**config.mk**
```make
export PLATFORM = sky130hd
export DESIGN_NAME = geei_top
export DESIGN_NICKNAME = d
export VERILOG_FILES = /design/src/geei_pkg.sv /design/src/geei_top.sv
export SDC_FILE = /design/constraint.sdc
export NUM_CORES = 1
export LEC_CHECK = 0
export BUFFER_PORTS_ARGS = -buffer_cell sky130_fd_sc_hd__buf_2
export CORE_MARGIN = 1
export CORE_UTILIZATION = 55
export DETAILED_ROUTE_END_ITERATION = 12
export PLACE_DENSITY = 0.73
export SLEW_MARGIN = 20
export SYNTH_ARGS = -nofsm -noshare
export SYNTH_HDL_FRONTEND = slang
export SYNTH_SLANG_ARGS = --single-unit
```
**constraint.sdc**
```tcl
create_clock -name CLK_I -period 5.5 [get_ports CLK_I]
set_input_delay 0.275 -clock CLK_I [delete_from_list [all_inputs] [get_ports CLK_I]]
set_output_delay 0.275 -clock CLK_I [all_outputs]
set_load 0.05 [all_outputs]
```
**src/geei_pkg.sv**
```systemverilog
package geei_pkg;

	// ----------------------------------------
	// Sizes
	// ----------------------------------------
	localparam int PIN_COUNT = 16;
	localparam int BANK_W = 8;
	localparam int SEL_W = 2;
	localparam int PINS_PER_SEL_REG = 4;
	localparam int ADDR_W = 8;

	// ----------------------------------------
	// Register offsets
	// ----------------------------------------
	localparam logic [7:0] OFS_IRQ_MASK_HIGH_BANK = 8'h08;
	localparam logic [7:0] OFS_IRQ_MASK_LOW_BANK = 8'h09;
	localparam logic [7:0] OFS_EDGE_SELECT_PINS_15_12 = 8'h0a;
	localparam logic [7:0] OFS_EDGE_SELECT_PINS_7_4 = 8'h0b;
	localparam logic [7:0] OFS_EDGE_SELECT_PINS_11_8 = 8'h0c;
	localparam logic [7:0] OFS_EDGE_SELECT_PINS_3_0 = 8'h0d;
	localparam logic [7:0] OFS_IRQ_SOURCE_HIGH_BANK = 8'h0e;
	localparam logic [7:0] OFS_IRQ_SOURCE_LOW_BANK = 8'h0f;
	localparam logic [7:0] OFS_EVENT_FLAGS_HIGH_BANK = 8'h10;
	localparam logic [7:0] OFS_EVENT_FLAGS_LOW_BANK = 8'h11;

	// ----------------------------------------
	// First pin of each edge selector register
	// ----------------------------------------
	localparam int BASE_PINS_15_12 = 12;
	localparam int BASE_PINS_11_8 = 8;
	localparam int BASE_PINS_7_4 = 4;
	localparam int BASE_PINS_3_0 = 0;

	// ----------------------------------------
	// Edge selector codes
	// ----------------------------------------
	localparam logic [1:0] SEL_NONE = 2'h0;
	localparam logic [1:0] SEL_RISE = 2'h1;
	localparam logic [1:0] SEL_FALL = 2'h2;
	localparam logic [1:0] SEL_BOTH = 2'h3;

	// ----------------------------------------
	// Reset values
	// ----------------------------------------
	localparam logic [7:0] RST_MASK_BANK = 8'hff;
	localparam logic [7:0] RST_EDGE_SELECT = 8'h00;
	localparam logic [7:0] RST_FLAGS_BANK = 8'h00;
	localparam logic [7:0] RDATA_UNMAPPED = 8'h00;

endpackage : geei_pkg

```
**src/geei_top.sv**
```systemverilog
`timescale 1ns/10ps
// Summary of operation
// - Two-bit selector: none, rising, falling, both
// - Register 0x0B holds pins 7 to 4
// - Register 0x0C holds pins 11 to 8
// - Register 0x0D holds pins 3 to 0
// - Unmasked selected edge sets interrupt-source bit
// - Writing one to source clears source and flag
// - Interrupt released only when all sources clear
// - Selected edge always sets sticky event flag
// - Writing one to flag clears flag and source
// - Changing a pin's selector clears its flag
// - Mask one blocks interrupt; masks reset high
// - Register 0x0B holds pin 7 in 7:6
// - Register 0x0A holds pins 15 to 12
module geei_top (
	input wire logic CLK_I,
	input wire logic RESET_I,
	input wire logic [15:0] IO_I,
	input wire logic [7:0] REG_ADDR_I,
	input wire logic [7:0] REG_WDATA_I,
	input wire logic REG_WE_I,
	output logic [7:0] REG_RDATA_O,
	output logic IRQ_OUT_N_O
);

	// ----------------------------------------
	// State
	// ----------------------------------------
	typedef struct packed {
		logic [15:0] sync1;
		logic [15:0] sync2;
		logic [15:0] prev;
		logic [15:0] mask;
		logic [31:0] sense;
		logic [15:0] src;
		logic [15:0] evt;
		logic [7:0] rdata;
		logic irq_n;
	} geei_state_t;

	localparam geei_state_t ST_RESET = '{
		sync1: 16'h0000,
		sync2: 16'h0000,
		prev: 16'h0000,
		mask: {geei_pkg::RST_MASK_BANK, geei_pkg::RST_MASK_BANK},
		sense: {4{geei_pkg::RST_EDGE_SELECT}},
		src: {geei_pkg::RST_FLAGS_BANK, geei_pkg::RST_FLAGS_BANK},
		evt: {geei_pkg::RST_FLAGS_BANK, geei_pkg::RST_FLAGS_BANK},
		rdata: geei_pkg::RDATA_UNMAPPED,
		irq_n: 1'b1
	};

	geei_state_t st_r;
	geei_state_t st_nxt;
	logic [15:0] det;
	logic [15:0] sel_on;

	// ----------------------------------------
	// Decoding functions
	// ----------------------------------------
	function automatic logic [15:0] edge_hits(input logic [15:0] cur, input logic [15:0] prv,
		input logic [31:0] sense);
		logic [15:0] hit;
		hit = 16'h0000;
		for (int i = 0; i < geei_pkg::PIN_COUNT; i++) begin
			unique case (sense[i*geei_pkg::SEL_W +: geei_pkg::SEL_W])
				geei_pkg::SEL_NONE: hit[i] = 1'b0;
				geei_pkg::SEL_RISE: hit[i] = cur[i] & ~prv[i];
				geei_pkg::SEL_FALL: hit[i] = ~cur[i] & prv[i];
				geei_pkg::SEL_BOTH: hit[i] = cur[i] ^ prv[i];
			endcase
		end
		return hit;
	endfunction : edge_hits

	function automatic logic [15:0] sel_enabled(input logic [31:0] sense);
		logic [15:0] en;
		en = 16'h0000;
		for (int i = 0; i < geei_pkg::PIN_COUNT; i++) begin
			en[i] = |sense[i*geei_pkg::SEL_W +: geei_pkg::SEL_W];
		end
		return en;
	endfunction : sel_enabled

	function automatic int sense_base(input logic [7:0] addr);
		int base;
		base = geei_pkg::BASE_PINS_3_0;
		if (addr == geei_pkg::OFS_EDGE_SELECT_PINS_15_12) begin
			base = geei_pkg::BASE_PINS_15_12;
		end else if (addr == geei_pkg::OFS_EDGE_SELECT_PINS_7_4) begin
			base = geei_pkg::BASE_PINS_7_4;
		end else if (addr == geei_pkg::OFS_EDGE_SELECT_PINS_11_8) begin
			base = geei_pkg::BASE_PINS_11_8;
		end
		return base;
	endfunction : sense_base

	assign det = edge_hits(st_r.sync2, st_r.prev, st_r.sense);
	assign sel_on = sel_enabled(st_r.sense);

	// ----------------------------------------
	// Next state
	// ----------------------------------------
	always_comb begin
		int base;
		int p;
		base = 0;
		p = 0;
		st_nxt = st_r;
		st_nxt.sync1 = IO_I;
		st_nxt.sync2 = st_r.sync1;
		st_nxt.prev = st_r.sync2;
		if (REG_WE_I) begin
			unique case (REG_ADDR_I)
				geei_pkg::OFS_IRQ_MASK_HIGH_BANK: begin
					st_nxt.mask[15:8] = REG_WDATA_I;
				end
				geei_pkg::OFS_IRQ_MASK_LOW_BANK: begin
					st_nxt.mask[7:0] = REG_WDATA_I;
				end
				geei_pkg::OFS_EDGE_SELECT_PINS_15_12, geei_pkg::OFS_EDGE_SELECT_PINS_7_4,
				geei_pkg::OFS_EDGE_SELECT_PINS_11_8, geei_pkg::OFS_EDGE_SELECT_PINS_3_0: begin
					base = sense_base(REG_ADDR_I);
					for (int j = 0; j < geei_pkg::PINS_PER_SEL_REG; j++) begin
						p = base + j;
						if (st_r.sense[p*geei_pkg::SEL_W +: geei_pkg::SEL_W] !=
							REG_WDATA_I[j*geei_pkg::SEL_W +: geei_pkg::SEL_W]) begin
							st_nxt.evt[p] = 1'b0;
						end
						st_nxt.sense[p*geei_pkg::SEL_W +: geei_pkg::SEL_W] =
							REG_WDATA_I[j*geei_pkg::SEL_W +: geei_pkg::SEL_W];
					end
				end
				geei_pkg::OFS_IRQ_SOURCE_HIGH_BANK, geei_pkg::OFS_EVENT_FLAGS_HIGH_BANK: begin
					st_nxt.src[15:8] = st_r.src[15:8] & ~REG_WDATA_I;
					st_nxt.evt[15:8] = st_r.evt[15:8] & ~REG_WDATA_I;
				end
				geei_pkg::OFS_IRQ_SOURCE_LOW_BANK, geei_pkg::OFS_EVENT_FLAGS_LOW_BANK: begin
					st_nxt.src[7:0] = st_r.src[7:0] & ~REG_WDATA_I;
					st_nxt.evt[7:0] = st_r.evt[7:0] & ~REG_WDATA_I;
				end
				default: begin
				end
			endcase
		end
		st_nxt.evt = st_nxt.evt | det;
		st_nxt.src = st_nxt.src | (det & ~st_r.mask);
		st_nxt.irq_n = ~|st_nxt.src;
		unique case (REG_ADDR_I)
			geei_pkg::OFS_IRQ_MASK_HIGH_BANK: st_nxt.rdata = st_r.mask[15:8];
			geei_pkg::OFS_IRQ_MASK_LOW_BANK: st_nxt.rdata = st_r.mask[7:0];
			geei_pkg::OFS_EDGE_SELECT_PINS_15_12: st_nxt.rdata = st_r.sense[31:24];
			geei_pkg::OFS_EDGE_SELECT_PINS_7_4: st_nxt.rdata = st_r.sense[15:8];
			geei_pkg::OFS_EDGE_SELECT_PINS_11_8: st_nxt.rdata = st_r.sense[23:16];
			geei_pkg::OFS_EDGE_SELECT_PINS_3_0: st_nxt.rdata = st_r.sense[7:0];
			geei_pkg::OFS_IRQ_SOURCE_HIGH_BANK: st_nxt.rdata = st_r.src[15:8];
			geei_pkg::OFS_IRQ_SOURCE_LOW_BANK: st_nxt.rdata = st_r.src[7:0];
			geei_pkg::OFS_EVENT_FLAGS_HIGH_BANK: st_nxt.rdata = st_r.evt[15:8];
			geei_pkg::OFS_EVENT_FLAGS_LOW_BANK: st_nxt.rdata = st_r.evt[7:0];
			default: st_nxt.rdata = geei_pkg::RDATA_UNMAPPED;
		endcase
	end

	// ----------------------------------------
	// Registers
	// ----------------------------------------
	always_ff @(posedge CLK_I) begin
		if (RESET_I) begin
			st_r <= ST_RESET;
		end else begin
			st_r <= st_nxt;
		end
	end

	assign REG_RDATA_O = st_r.rdata;
	assign IRQ_OUT_N_O = st_r.irq_n;

	// ----------------------------------------
	// Checks
	// ----------------------------------------
	chk_irq_level: assert property (@(posedge CLK_I) disable iff (RESET_I)
		IRQ_OUT_N_O == (st_r.src == 16'h0000))
		else $error("Interrupt level does not match source bits");

	chk_edge_sets_flag: assert property (@(posedge CLK_I) disable iff (RESET_I)
		(det != 16'h0000) |=> ((st_r.evt & $past(det)) == $past(det)))
		else $error("Detected edge did not set its event flag");

	chk_unmasked_source: assert property (@(posedge CLK_I) disable iff (RESET_I)
		(det != 16'h0000) |=> ((st_r.src & $past(det & ~st_r.mask)) == $past(det & ~st_r.mask)))
		else $error("Unmasked edge did not set its source bit");

	chk_mask_blocks: assert property (@(posedge CLK_I) disable iff (RESET_I)
		((st_r.src & ~$past(st_r.src) & $past(st_r.mask)) == 16'h0000))
		else $error("Masked pin raised a source bit");

	chk_mask_reset: assert property (@(posedge CLK_I) disable iff (RESET_I)
		$past(RESET_I) |-> (st_r.mask == {geei_pkg::RST_MASK_BANK, geei_pkg::RST_MASK_BANK}))
		else $error("Mask not all ones after reset");

	chk_none_no_event: assert property (@(posedge CLK_I) disable iff (RESET_I)
		((st_r.evt & ~$past(st_r.evt) & ~$past(sel_on)) == 16'h0000))
		else $error("Flag set on pin with no edge selected");

	chk_flag_w1c: assert property (@(posedge CLK_I) disable iff (RESET_I)
		(REG_WE_I && REG_ADDR_I == geei_pkg::OFS_EVENT_FLAGS_LOW_BANK && det == 16'h0000)
		|=> ((st_r.evt[7:0] & $past(REG_WDATA_I)) == 8'h00 && (st_r.src[7:0] & $past(REG_WDATA_I)) == 8'h00))
		else $error("Flag write of one did not clear flag and source");

	chk_source_w1c: assert property (@(posedge CLK_I) disable iff (RESET_I)
		(REG_WE_I && REG_ADDR_I == geei_pkg::OFS_IRQ_SOURCE_LOW_BANK && det == 16'h0000)
		|=> ((st_r.src[7:0] & $past(REG_WDATA_I)) == 8'h00 && (st_r.evt[7:0] & $past(REG_WDATA_I)) == 8'h00
		&& (st_r.src[7:0] & ~$past(REG_WDATA_I)) == ($past(st_r.src[7:0]) & ~$past(REG_WDATA_I))))
		else $error("Source write did not clear exactly the written bits");

	chk_select_change: assert property (@(posedge CLK_I) disable iff (RESET_I)
		(REG_WE_I && REG_ADDR_I == geei_pkg::OFS_EDGE_SELECT_PINS_3_0 && det == 16'h0000
		&& REG_WDATA_I[1:0] != st_r.sense[1:0]) |=> !st_r.evt[0])
		else $error("Selector change did not clear the event flag");

	chk_select_map: assert property (@(posedge CLK_I) disable iff (RESET_I)
		(REG_WE_I && REG_ADDR_I == geei_pkg::OFS_EDGE_SELECT_PINS_7_4)
		|=> (st_r.sense[15:14] == $past(REG_WDATA_I[7:6]) && st_r.sense[13:12] == $past(REG_WDATA_I[5:4]))
		##1 (REG_RDATA_O == $past(st_r.sense[15:8]) || $past(REG_ADDR_I) != geei_pkg::OFS_EDGE_SELECT_PINS_7_4))
		else $error("Pins 7 to 4 selector mapping wrong");

	// ----------------------------------------
	// Checks: synchroniser and edge decode
	// ----------------------------------------
	chk_sync_chain: assert property (@(posedge CLK_I) disable iff (RESET_I)
		(st_r.sync2 == $past(st_r.sync1) && st_r.prev == $past(st_r.sync2)))
		else $error("Pin synchroniser chain broken");

	chk_det_needs_change: assert property (@(posedge CLK_I) disable iff (RESET_I)
		((det & ~(st_r.sync2 ^ st_r.prev)) == 16'h0000))
		else $error("Edge reported on a steady pin");

	chk_rise_decode: assert property (@(posedge CLK_I) disable iff (RESET_I)
		(st_r.sense[0 +: geei_pkg::SEL_W] == geei_pkg::SEL_RISE)
		|-> (det[0] == (st_r.sync2[0] && !st_r.prev[0])))
		else $error("Rising selector decoded wrongly");

	chk_fall_decode: assert property (@(posedge CLK_I) disable iff (RESET_I)
		(st_r.sense[0 +: geei_pkg::SEL_W] == geei_pkg::SEL_FALL)
		|-> (det[0] == (!st_r.sync2[0] && st_r.prev[0])))
		else $error("Falling selector decoded wrongly");

	chk_both_decode: assert property (@(posedge CLK_I) disable iff (RESET_I)
		(st_r.sense[0 +: geei_pkg::SEL_W] == geei_pkg::SEL_BOTH)
		|-> (det[0] == (st_r.sync2[0] != st_r.prev[0])))
		else $error("Both-edge selector decoded wrongly");

	// ----------------------------------------
	// Checks: register writes
	// ----------------------------------------
	chk_mask_write: assert property (@(posedge CLK_I) disable iff (RESET_I)
		(REG_WE_I && REG_ADDR_I == geei_pkg::OFS_IRQ_MASK_LOW_BANK)
		|=> (st_r.mask[7:0] == $past(REG_WDATA_I)))
		else $error("Low mask write did not land");

	chk_select_map_hi: assert property (@(posedge CLK_I) disable iff (RESET_I)
		(REG_WE_I && REG_ADDR_I == geei_pkg::OFS_EDGE_SELECT_PINS_15_12)
		|=> (st_r.sense[31:24] == $past(REG_WDATA_I)))
		else $error("Pins 15 to 12 selector mapping wrong");

	chk_select_map_mid: assert property (@(posedge CLK_I) disable iff (RESET_I)
		(REG_WE_I && REG_ADDR_I == geei_pkg::OFS_EDGE_SELECT_PINS_11_8)
		|=> (st_r.sense[23:16] == $past(REG_WDATA_I)))
		else $error("Pins 11 to 8 selector mapping wrong");

	chk_select_map_lo: assert property (@(posedge CLK_I) disable iff (RESET_I)
		(REG_WE_I && REG_ADDR_I == geei_pkg::OFS_EDGE_SELECT_PINS_3_0)
		|=> (st_r.sense[7:0] == $past(REG_WDATA_I)))
		else $error("Pins 3 to 0 selector mapping wrong");

	chk_flag_w1c_high: assert property (@(posedge CLK_I) disable iff (RESET_I)
		(REG_WE_I && REG_ADDR_I == geei_pkg::OFS_EVENT_FLAGS_HIGH_BANK && det == 16'h0000)
		|=> ((st_r.evt[15:8] & $past(REG_WDATA_I)) == 8'h00 && (st_r.src[15:8] & $past(REG_WDATA_I)) == 8'h00))
		else $error("High flag write of one did not clear flag and source");

	chk_source_w1c_high: assert property (@(posedge CLK_I) disable iff (RESET_I)
		(REG_WE_I && REG_ADDR_I == geei_pkg::OFS_IRQ_SOURCE_HIGH_BANK && det == 16'h0000)
		|=> ((st_r.src[15:8] & $past(REG_WDATA_I)) == 8'h00 && (st_r.evt[15:8] & $past(REG_WDATA_I)) == 8'h00))
		else $error("High source write of one did not clear source and flag");

	chk_select_keeps_src: assert property (@(posedge CLK_I) disable iff (RESET_I)
		(REG_WE_I && REG_ADDR_I == geei_pkg::OFS_EDGE_SELECT_PINS_3_0 && det == 16'h0000)
		|=> (st_r.src == $past(st_r.src)))
		else $error("Selector write disturbed source bits");

	chk_select_same_flag: assert property (@(posedge CLK_I) disable iff (RESET_I)
		(REG_WE_I && REG_ADDR_I == geei_pkg::OFS_EDGE_SELECT_PINS_3_0 && det == 16'h0000
		&& REG_WDATA_I[0 +: geei_pkg::SEL_W] == st_r.sense[0 +: geei_pkg::SEL_W]) |=> (st_r.evt[0] == $past(st_r.evt[0])))
		else $error("Unchanged selector cleared the event flag");

	// ----------------------------------------
	// Checks: read port and interrupt
	// ----------------------------------------
	chk_read_source: assert property (@(posedge CLK_I) disable iff (RESET_I)
		($past(REG_ADDR_I) == geei_pkg::OFS_IRQ_SOURCE_LOW_BANK) |-> (REG_RDATA_O == $past(st_r.src[7:0])))
		else $error("Low source read returned wrong data");

	chk_read_flags: assert property (@(posedge CLK_I) disable iff (RESET_I)
		($past(REG_ADDR_I) == geei_pkg::OFS_EVENT_FLAGS_HIGH_BANK) |-> (REG_RDATA_O == $past(st_r.evt[15:8])))
		else $error("High flag read returned wrong data");

	chk_irq_assert: assert property (@(posedge CLK_I) disable iff (RESET_I)
		((det & ~st_r.mask) != 16'h0000) |=> !IRQ_OUT_N_O)
		else $error("Unmasked edge did not pull the interrupt low");

	chk_irq_hold: assert property (@(posedge CLK_I) disable iff (RESET_I)
		(!IRQ_OUT_N_O && !REG_WE_I) |=> !IRQ_OUT_N_O)
		else $error("Interrupt released without a clearing write");

endmodule : geei_top

```
---- Word-level counts from Yosys, hierarchy flattened ----
Index checks and enable logic that the tools add are counted.
operators by class
  $add $sub $neg .......................... 7
  $mul .................................... 0
  div/mod/pow operators ................... 0
  $lt $le $gt $ge ......................... 8
  equality and inequality tests ........... 62
  shift-type cells ........................ 12
  multiplexer cells ....................... 49
  bitwise gates (word level) .............. 97
  reductions and logical operators ........ 28
operators with widths
  cell                                                                                  count
  16-bit 2-to-1 mux                                                                     10
  32-bit negator with 33-bit output                                                     4
  2-bit by 33-bit variable shift with 32-bit output, first input constant               4
  2-bit by 33-bit variable part select with 32-bit output                               4
  32-bit bitwise mux                                                                    4
  32-bit by 1-bit greater-or-equal comparator with 1-bit output, second input constant  4
  32-bit by 6-bit less-than comparator with 1-bit output, second input constant         4
  32-bit by 32-bit variable part select with 2-bit output                               4
  32-bit 2-to-1 mux                                                                     3
  16-bit bitwise AND                                                                    5
  16-bit inverter                                                                       5
  8-bit case mux with 10 select lines                                                   1
  32-bit by 3-bit adder with 32-bit output, second input constant                       2
  2-bit == test, second input constant                                                  32
  8-bit by 4-bit == test with 1-bit output, second input constant                       8
  1-bit case mux with 4 select lines                                                    16
  32-bit by 2-bit adder with 32-bit output, second input constant                       1
  1-bit bitwise AND                                                                     32
  8-bit bitwise AND                                                                     4
  2-bit by 1-bit == test with 1-bit output, second input constant                       16
  2-bit zero test                                                                       16
  1-bit inverter                                                                        32
  16-bit bitwise OR                                                                     2
  8-bit case mux with 2 select lines                                                    2
  other kinds (14)                                                                      48
storage, ports and cells
  register bits ........................... 137
  bits in latches ......................... 0
  bits in writable memories ............... 0
  memory bits (read-only) ................. 0
  bits of input ports ..................... 35
  memories kept ........................... 0

---- Longest topological paths before layout ----
Gate-level depths: netlist of the first run.
  word-level depth ........................ 30
  mapped depth ............................ 9
  depth with buffers taken out ............ 8

---- Worst setup path after synthesis of the first run ----
No wires, ideal clock.
  path type ............................... input port to flip-flop
  from .................................... in REG_ADDR_I[2]
  to ...................................... reg st_r (netlist bit IRQ_OUT_N_O)
  arrival time ............................ 2.137 ns
  data required time ...................... 5.413 ns
  path slack .............................. 3.276 ns
  stages on the path ...................... 7
  buffers on the path ..................... 1
  cells stage by stage .................... buf_6 or4b_4 a211oi_4 a21boi_0 a2111oi_1 nand4_1 o31ai_1
on the way
  longest elaborated chain between the ends .. 7
ends and longest elaborated chain
  element                                                                                               line             RTL
  from (decl)                                                                                           geei_top.sv:20   input wire logic [7:0] REG_ADDR_I,
  8-bit by 5-bit == test with 1-bit output or 8-bit by 4-bit == test with 1-bit output (tied branches)  geei_top.sv:115  unique case (REG_ADDR_I)
  2-bit OR reduction                                                                                    geei_top.sv:115
  8-bit 2-to-1 mux                                                                                      geei_top.sv:115
  32-bit 2-to-1 mux *                                                                                   geei_top.sv:114  if (REG_WE_I) begin
  16-bit bitwise OR *                                                                                   geei_top.sv:148  st_nxt.src = st_nxt.src | (det & ~st_r.mask);
  16-bit OR reduction *                                                                                 geei_top.sv:149  st_nxt.irq_n = ~|st_nxt.src;
  1-bit zero test *                                                                                     geei_top.sv:149
  to (signal assigned)                                                                                  geei_top.sv:172  st_r <= st_nxt;
  to (decl)                                                                                             geei_top.sv:54   geei_state_t st_r;
Mark *: on every way between the ends. The rest lies on a longest branch, timed or not.
A chain may end at the register's enable or synchronous reset.

---- Final worst setup path of the first run ----
  from .................................... in REG_ADDR_I[1]
  to ...................................... reg st_r[72] (netlist name)
on the way
  longest elaborated chain between the ends .. 12
ends and longest elaborated chain
  element                                                                                        line                              RTL
  8-bit by 4-bit == test with 1-bit output                                                       n/a
  4-bit 2-to-1 mux                                                                               geei_top.sv:93                    end else if (addr == geei_pkg::OFS_EDGE_SELECT_PINS_11_8) begin
  4-bit 2-to-1 mux                                                                               geei_top.sv:91                    end else if (addr == geei_pkg::OFS_EDGE_SELECT_PINS_7_4) begin
  4-bit 2-to-1 mux                                                                               geei_top.sv:89                    if (addr == geei_pkg::OFS_EDGE_SELECT_PINS_15_12) begin
  32-bit 2-to-1 mux                                                                              geei_top.sv:115
  32-bit 2-to-1 mux                                                                              geei_top.sv:114
  32-bit by 2-bit adder with 32-bit output or 32-bit negator with 33-bit output (tied branches)  geei_top.sv:126, geei_top.sv:132
  32-bit negator with 33-bit output (tied with other cells)                                      geei_top.sv:132                   REG_WDATA_I[j*geei_pkg::SEL_W +: geei_pkg::SEL_W];
  2-bit by 33-bit variable part select with 32-bit output (tied with other cells)                geei_top.sv:131                   st_nxt.sense[p*geei_pkg::SEL_W +: geei_pkg::SEL_W] =
  32-bit bitwise mux (3 in series)                                                               geei_top.sv:131
Parallel ways exist; a longest one is shown, timed or not. The select of a mux whose other input is x is not followed.

==> impl_metrics.ini, run 1 <==
[critical_path]
rr_endpoint = IRQ_OUT_N_O
worstPathRequired_ns = 5.84
worstPathCellList = buf_2 > nor4bb_1 > nand2_1 > nor2_1 > and2_1 > nand2_1 > a21oi_1
cp_top_family = simple AND/OR/NAND/NOR gates
crit_path_end_kind = flip-flop
slowest_delay_ns = 0.64
critPathMaxFanout = 31
r2r_start = st_r[93]
cp-start-kind = input port
cpMaxStageDelayCell = nor4bb_1
crit_arrival_ns = 3.05
reg2reg_depth = 8
criticalPathCategory = in2reg
crit_top_cell = nand2_1
cp.buffers_inverters = 1
reg2reg_slack_ns = 3.27

[cells_and_area]
post-route-cell-area_um2 = 7770
nFillCells = 1091
drive_gt1_share_pct = 11.1
fin_cells = 1013
nets = 900
area_growth_pct = 12.7
utilization_pct = 64.2
antenna_cells = 0

[detailed_routing]
drt-initial-drc-count = 677
drtAntennaViolNets = 0
dr.pass1.iters = 5
wl_um = 22200
vias = 6324
drc_errors = 0
wl_per_cell_um = 21.9
routed_via_density = 6.24

[synth]
avgSynthCellArea_um2 = 8.48
synthesis.instances = 813
syn-cell-area_um2 = 6900
synth_seq_cells = 137
async_flop_share_pct = 0
synth_top_flop_cell = dfxtp_1
synth_edf_count = 0
yosys_warnings = 0
synth_fp_nets = 880
ys_seq_area_share_pct = 39.8
yosys.cell_types.count = 66

[floorplan]
core_um2 = 12100
initial_core_util_pct = 56.9
io_pins = 44
die_w_um = 114
fp.dieH_um = 114
num_rows = 40
die-area_um2 = 13000

[global_routing]
grt_pass1_vias = 5953
antenna_found_initial = 0
grt_pass1_wl_um = 34000
grt_overflow = 0
grtUsageTotal_pct = 35.4
grt_max_degree = 57

[clocking]
cts.sinks = 137
cts_buffer_depth = 2
cts-hold-fix-buffers = 0
postCtsSetupRepairBufs = 0
cts_made_buffers = 17
clock_latency_ns = 0.42
cts_tree = built
clk_pin_slew_worst_paths_ns = 0.06
ctsResizeCount = 0
cts_root_buf = clkbuf_16
h-tree-depth = 4

[sta]
relSlewSlack_pct = 27.7
hold_viol_final = 0
skew_ns = 0.00659
tightest_slew_ns = 1.08
period_minus_slack_ns = 2.72
tns_ns = 0
final-max-slew-violation-count = 0
rsz0062_at_grt = false
finalSetupViolCount = 0
fmax_ghz = 0.368
post-route-period-util_pct = 49.4

[placed_design]
numPortBuffers = 43
place.gp.congestion = 0.967
place_inst = 982
dpl-instance-area_um2 = 7160
dpl.hpwl_um = 16100

[min_path]
holdPathEnd = st_nxt[105]
hold_start = IO_I[0]
hold_depth = 2
hold_class = in2reg

[power_and_ir_drop]
p_total_mw = 2.34
powerDensity_nw_per_um2 = 301
p_leak_nw = 3.10
peakVddDrop_mv = 0.236

[flow_run]
drv_cap = 0

[run_status]
run_status = complete, no violations
-- power by group --
part           switching [mW]  leakage [nW]  total (mW)  internal, mW
Combinational          0.0850          1.69       0.124        0.0390
Clock                   0.437         0.303        1.20         0.767
Sequential            0.00617          1.11        1.01          1.01
-- layer usage --
layer / vias to the layer above / routed length [um] / share of wire, % / track usage (%)
met2: 355 / 10200 / 46 / 56.8
met1: 3026 / 9170 / 41 / 46.1
li1: 2888 / - / - / -
met5: - / 0 / 0 / 0
met3: 55 / 2010 / 9.1 / 7.70
met4: 0 / 816 / 3.7 / 14.4
-- synth_stat cells, types with 4 or more instances --
library cell  instances  area (um^2)
dfxtp_1             137         2740
nand2_1              87          327
nor2_1               76          285
a21oi_1              68          340
nor2b_1              62          388
inv_1                52          195
mux2i_1              39          390
clkbuf_1             34          128
ha_1                 32          400
o21ai_0              24          120
nand3_1              19         95.1
a221oi_1             10         87.6
nand3b_1             10         75.1
nor3_1               10         50.1
buf_4                 8         60.1
a21boi_0              7         52.6
a222oi_1              7         70.1
and2_1                7         43.8
nand4_1               7         43.8
and3b_1               6         52.6
o31ai_1               6         45.0
a311oi_1              5         43.8
o211ai_1              5         37.5
o21a_1                5         37.5
or4_1                 5         37.5
a211oi_1              4         30.0
a31o_2                4         35.0
a41o_1                4         40.0
and3_1                4         25.0
o211a_1               4         40.0
-- stage by stage --
| stage | hold slack, ns | setup WS, ns |
|---|---|---|
| 5_1_grt | 0.0506 | 2.59 |
| 3_5_place_dp | 0.424 | 2.56 |
| 2_1_floorplan | 0.403 | 3.28 |
| 6_report | 0.0599 | 2.78 |
| 3_3_place_gp | 0.416 | 2.58 |
| 4_1_cts | 0.0521 | 2.93 |
-- registers in the layout (all words and copies together) (netlist names) --
name and count:
IRQ_OUT_N_O 1, st_nxt 32, st_r 96, REG_RDATA_O 8
-- layout by cell type (no fill, tap or decap), drive strengths merged, types with 4 or more instances in the layout --
master	synthesis	routed
nand4	7	7
a211oi	5	5
or4	5	5
o21ai	24	24
nand3	19	19
and2	7	7
inv	52	53
a31o	4	4
nand2	87	87
o21a	5	5
o211a	4	4
a311oi	5	5
and3	4	4
mux2i	39	39
nor2b	62	62
a41o	4	4
clkbuf	34	19
dfxtp	137	137
buf	15	50
a21oi	68	68
nor2	76	76
and3b	6	6
nand3b	10	10
a21boi	7	7
bufinv	0	4
clkinv	0	6
ha	32	32
a222oi	7	7
a221oi	10	10
o211ai	5	5
nor3	10	10
o31ai	6	6
-- worst max-delay path by stage --
stage             startpoint           to  slack [ns]  depth (start not counted)
2_1_floorplan  REG_ADDR_I[2]  IRQ_OUT_N_O        3.28                          7
3_3_place_gp   REG_ADDR_I[2]     st_r[48]        2.58                          6
3_5_place_dp   REG_ADDR_I[1]     st_r[65]        2.56                          7
4_1_cts        REG_ADDR_I[1]     st_r[72]        2.93                          7
5_1_grt        REG_ADDR_I[0]     st_r[15]        2.59                          7
6_report       REG_ADDR_I[1]     st_r[72]        2.78                          7
-- cell families after synthesis --
kind of cell	count (synthesis)	synth area share, %
simple gates	308	22.4
compound gates	189	19.0
flops	137	39.8
buf+inv	101	6.10
mux	42	6.48
fa+ha+maj	32	5.81
xor+xnor	4	0.508
-- final cells by class --
cell class / count / area [um^2] / area share (%)
Tap cell: 168 / 210 / 2.70
Clock inverter: 12 / 174 / 2.24
Clock buffer: 19 / 443 / 5.70
Sequential cell: 137 / 2740 / 35.3
Multi-Input combinational cell: 575 / 3740 / 48.1
Timing Repair Buffer: 50 / 270 / 3.48
Inverter: 52 / 195 / 2.51
Note: power is estimated with default switching activity, not from simulation.
==> run 2: changes to the inputs <==
PLACE_DENSITY = 0.76   (was 0.73)
clock period = 2.34 ns   (was 5.5 ns; I/O delays follow)
==> impl_metrics.ini, run 2 (synthesis results as in run 1) <==
[floorplan]
initial_core_util_pct = 56.9
io_pins = 44
die-area_um2 = 13000
die_w_um = 114
num_rows = 40
core_um2 = 12100
fp.dieH_um = 114

[placed_design]
place.gp.congestion = 0.981
numPortBuffers = 43
dpl-instance-area_um2 = 7550
dpl.hpwl_um = 17400

[cells_and_area]
regMostFlops = st_r
layout_common_cells = dfxtp_1, nand2_1, nor2_1, a21oi_1, nor2b_1
antenna_cells = 0
nets = 966
post-route-cell-area_um2 = 8290
largest_reg_flops = 96
area_growth_pct = 20.2
nFillCells = 988
drive_gt1_share_pct = 16.0
regArea_um2 = 2740
multiInputGateArea_um2 = 3740
final_common_cell = dfxtp_1

[sta]
period_minus_slack_ns = 2.13
final-max-slew-violation-count = 0
tightest_slew_ns = 0.956
post-route-period-util_pct = 90.8
relSlewSlack_pct = 36.2
holdWs_ns = 0.0749
finalSetupViolCount = 0
skew_ns = 0.00899
rsz0062_at_grt = false
tns_ns = 0
hold_viol_final = 0
fmax_ghz = 0.471

[detailed_routing]
wl_um = 23800
drtAntennaViolNets = 0
routed_via_density = 6.14
vias = 6628
drc_errors = 0
wl_per_cell_um = 22.1
drt-initial-drc-count = 648
dr.pass1.iters = 5

[global_routing]
grt_max_degree = 78
grt_overflow = 0
antenna_found_initial = 0
grt_pass1_wl_um = 36300
grt_pass1_vias = 6490
grtUsageTotal_pct = 38.3

[critical_path]
worstPathCellList = inv_1 > ha_1 > nor2b_1 > o21ai_1 > a21oi_1 > a2111oi_2 > buf_4 > nand4_1 > o31ai_1
reg2reg_slack_ns = 0.21
criticalPathCategory = reg2reg
cp-start-kind = flip-flop
rr_endpoint = IRQ_OUT_N_O
slowest_delay_ns = 0.35
crit_arrival_ns = 2.47
reg2reg_depth = 9
worstPathRequired_ns = 2.68
cp.buffers_inverters = 2
critPathMaxFanout = 2
crit_path_end_kind = flip-flop
r2r_start = st_r[96]
cp_top_family = compound AO/OA/AOI/OAI gates
cpMaxStageDelayCell = dfxtp_1

[power_and_ir_drop]
powerDensity_nw_per_um2 = 648
p_leak_nw = 3.39
peakVddDrop_mv = 0.641
p_total_mw = 5.37

[min_path]
hold_class = in2reg
hold_start = REG_WDATA_I[7]
holdPathEnd = st_r[72]
hold_depth = 3

[clocking]
h-tree-depth = 4
cts_root_buf = clkbuf_16
clk_pin_slew_worst_paths_ns = 0.06
cts_tree = built
postCtsSetupRepairBufs = 0
clock_latency_ns = 0.43
cts.sinks = 137
cts_made_buffers = 17
cts_buffer_depth = 2

[run_status]
run_status = complete, no violations

[flow_run]
drv_cap = 0
[run 2: changes by cell type in the layout (fill, tap and decap cells not counted)]
| cell | previous run | this run |
|---|---|---|
| bufinv_16 | 4 | 2 |
| clkinvlp_4 | 1 | 5 |
| o21ai_0 | 24 | 22 |
| buf_4 | 8 | 57 |
| clkbuf_1 | 1 | 0 |
| inv_6 | 1 | 0 |
| dlygate4sd3_1 | 0 | 16 |
| o21ai_1 | 0 | 2 |
| clkinv_4 | 2 | 1 |
| a2111oi_1 | 2 | 1 |
| clkbuf_8 | 1 | 2 |
| buf_12 | 0 | 1 |
| a2111oi_2 | 1 | 2 |
[run 2: per-stage QoR]
stage	util [%]	cells	setup WS (ns)
finish	68.5	1079	0.215
global route	68.5	1079	0.0893
CTS	68.4	1079	0.133
detailed placement	62.3	1032	-0.0306
global placement	62.3	1032	0.0110
floorplan	-	813	0.274
[run 2: power breakdown]
group / switching [mW] / leakage, nW / internal [mW]
clock: 1.03 / 0.273 / 1.61
sequential: 0.0150 / 1.11 / 2.37
combinational: 0.219 / 2.01 / 0.133
[run 2: worst max path at each step]
stage	startpoint	to	slack (ns)	cells past startpoint
after global routing	st_r[96]	IRQ_OUT_N_O	0.09	9
after floorplan	REG_ADDR_I[2]	IRQ_OUT_N_O	0.27	7
after detailed placement	REG_ADDR_I[1]	IRQ_OUT_N_O	-0.03	8
after global placement	REG_ADDR_I[1]	IRQ_OUT_N_O	0.01	8
final	st_r[96]	IRQ_OUT_N_O	0.21	9
after CTS	st_r[96]	IRQ_OUT_N_O	0.13	9
[run 2: routing by layer]
layer  up-vias  GRT usage (%)  part of all wire (%)
li1       3024              -                     -
met5         -              0                     0
met1      3170           46.3                    40
met2       360           62.7                    46
met4         0           16.7                   4.1
met3        74           12.0                   9.8
[run 2: cell type report]
| cell class | instances | share of cell area [%] |
|---|---|---|
| multi-input combinational | 575 | 45.2 |
| sequential | 137 | 33.1 |
| timing repair buffer | 116 | 9.87 |
| clock buffer | 19 | 5.46 |
| clock inverter | 12 | 1.52 |
| tap | 168 | 2.54 |
| inverter | 52 | 2.35 |
[run 2: repair_timing]
| item | CTS | global route |
|---|---|---|
| endpoints found under the hold margin | 16 | 0 |
| setup endpoints to repair | 0 | 1 |
| hold buffers | 16 | 0 |
| resized for setup | 0 | 3 |
[run 2: tightest hold or removal path: stages]
cell and delay, ns:
buf_2 0.18, nand2_1 0.09, a21oi_1 0.06
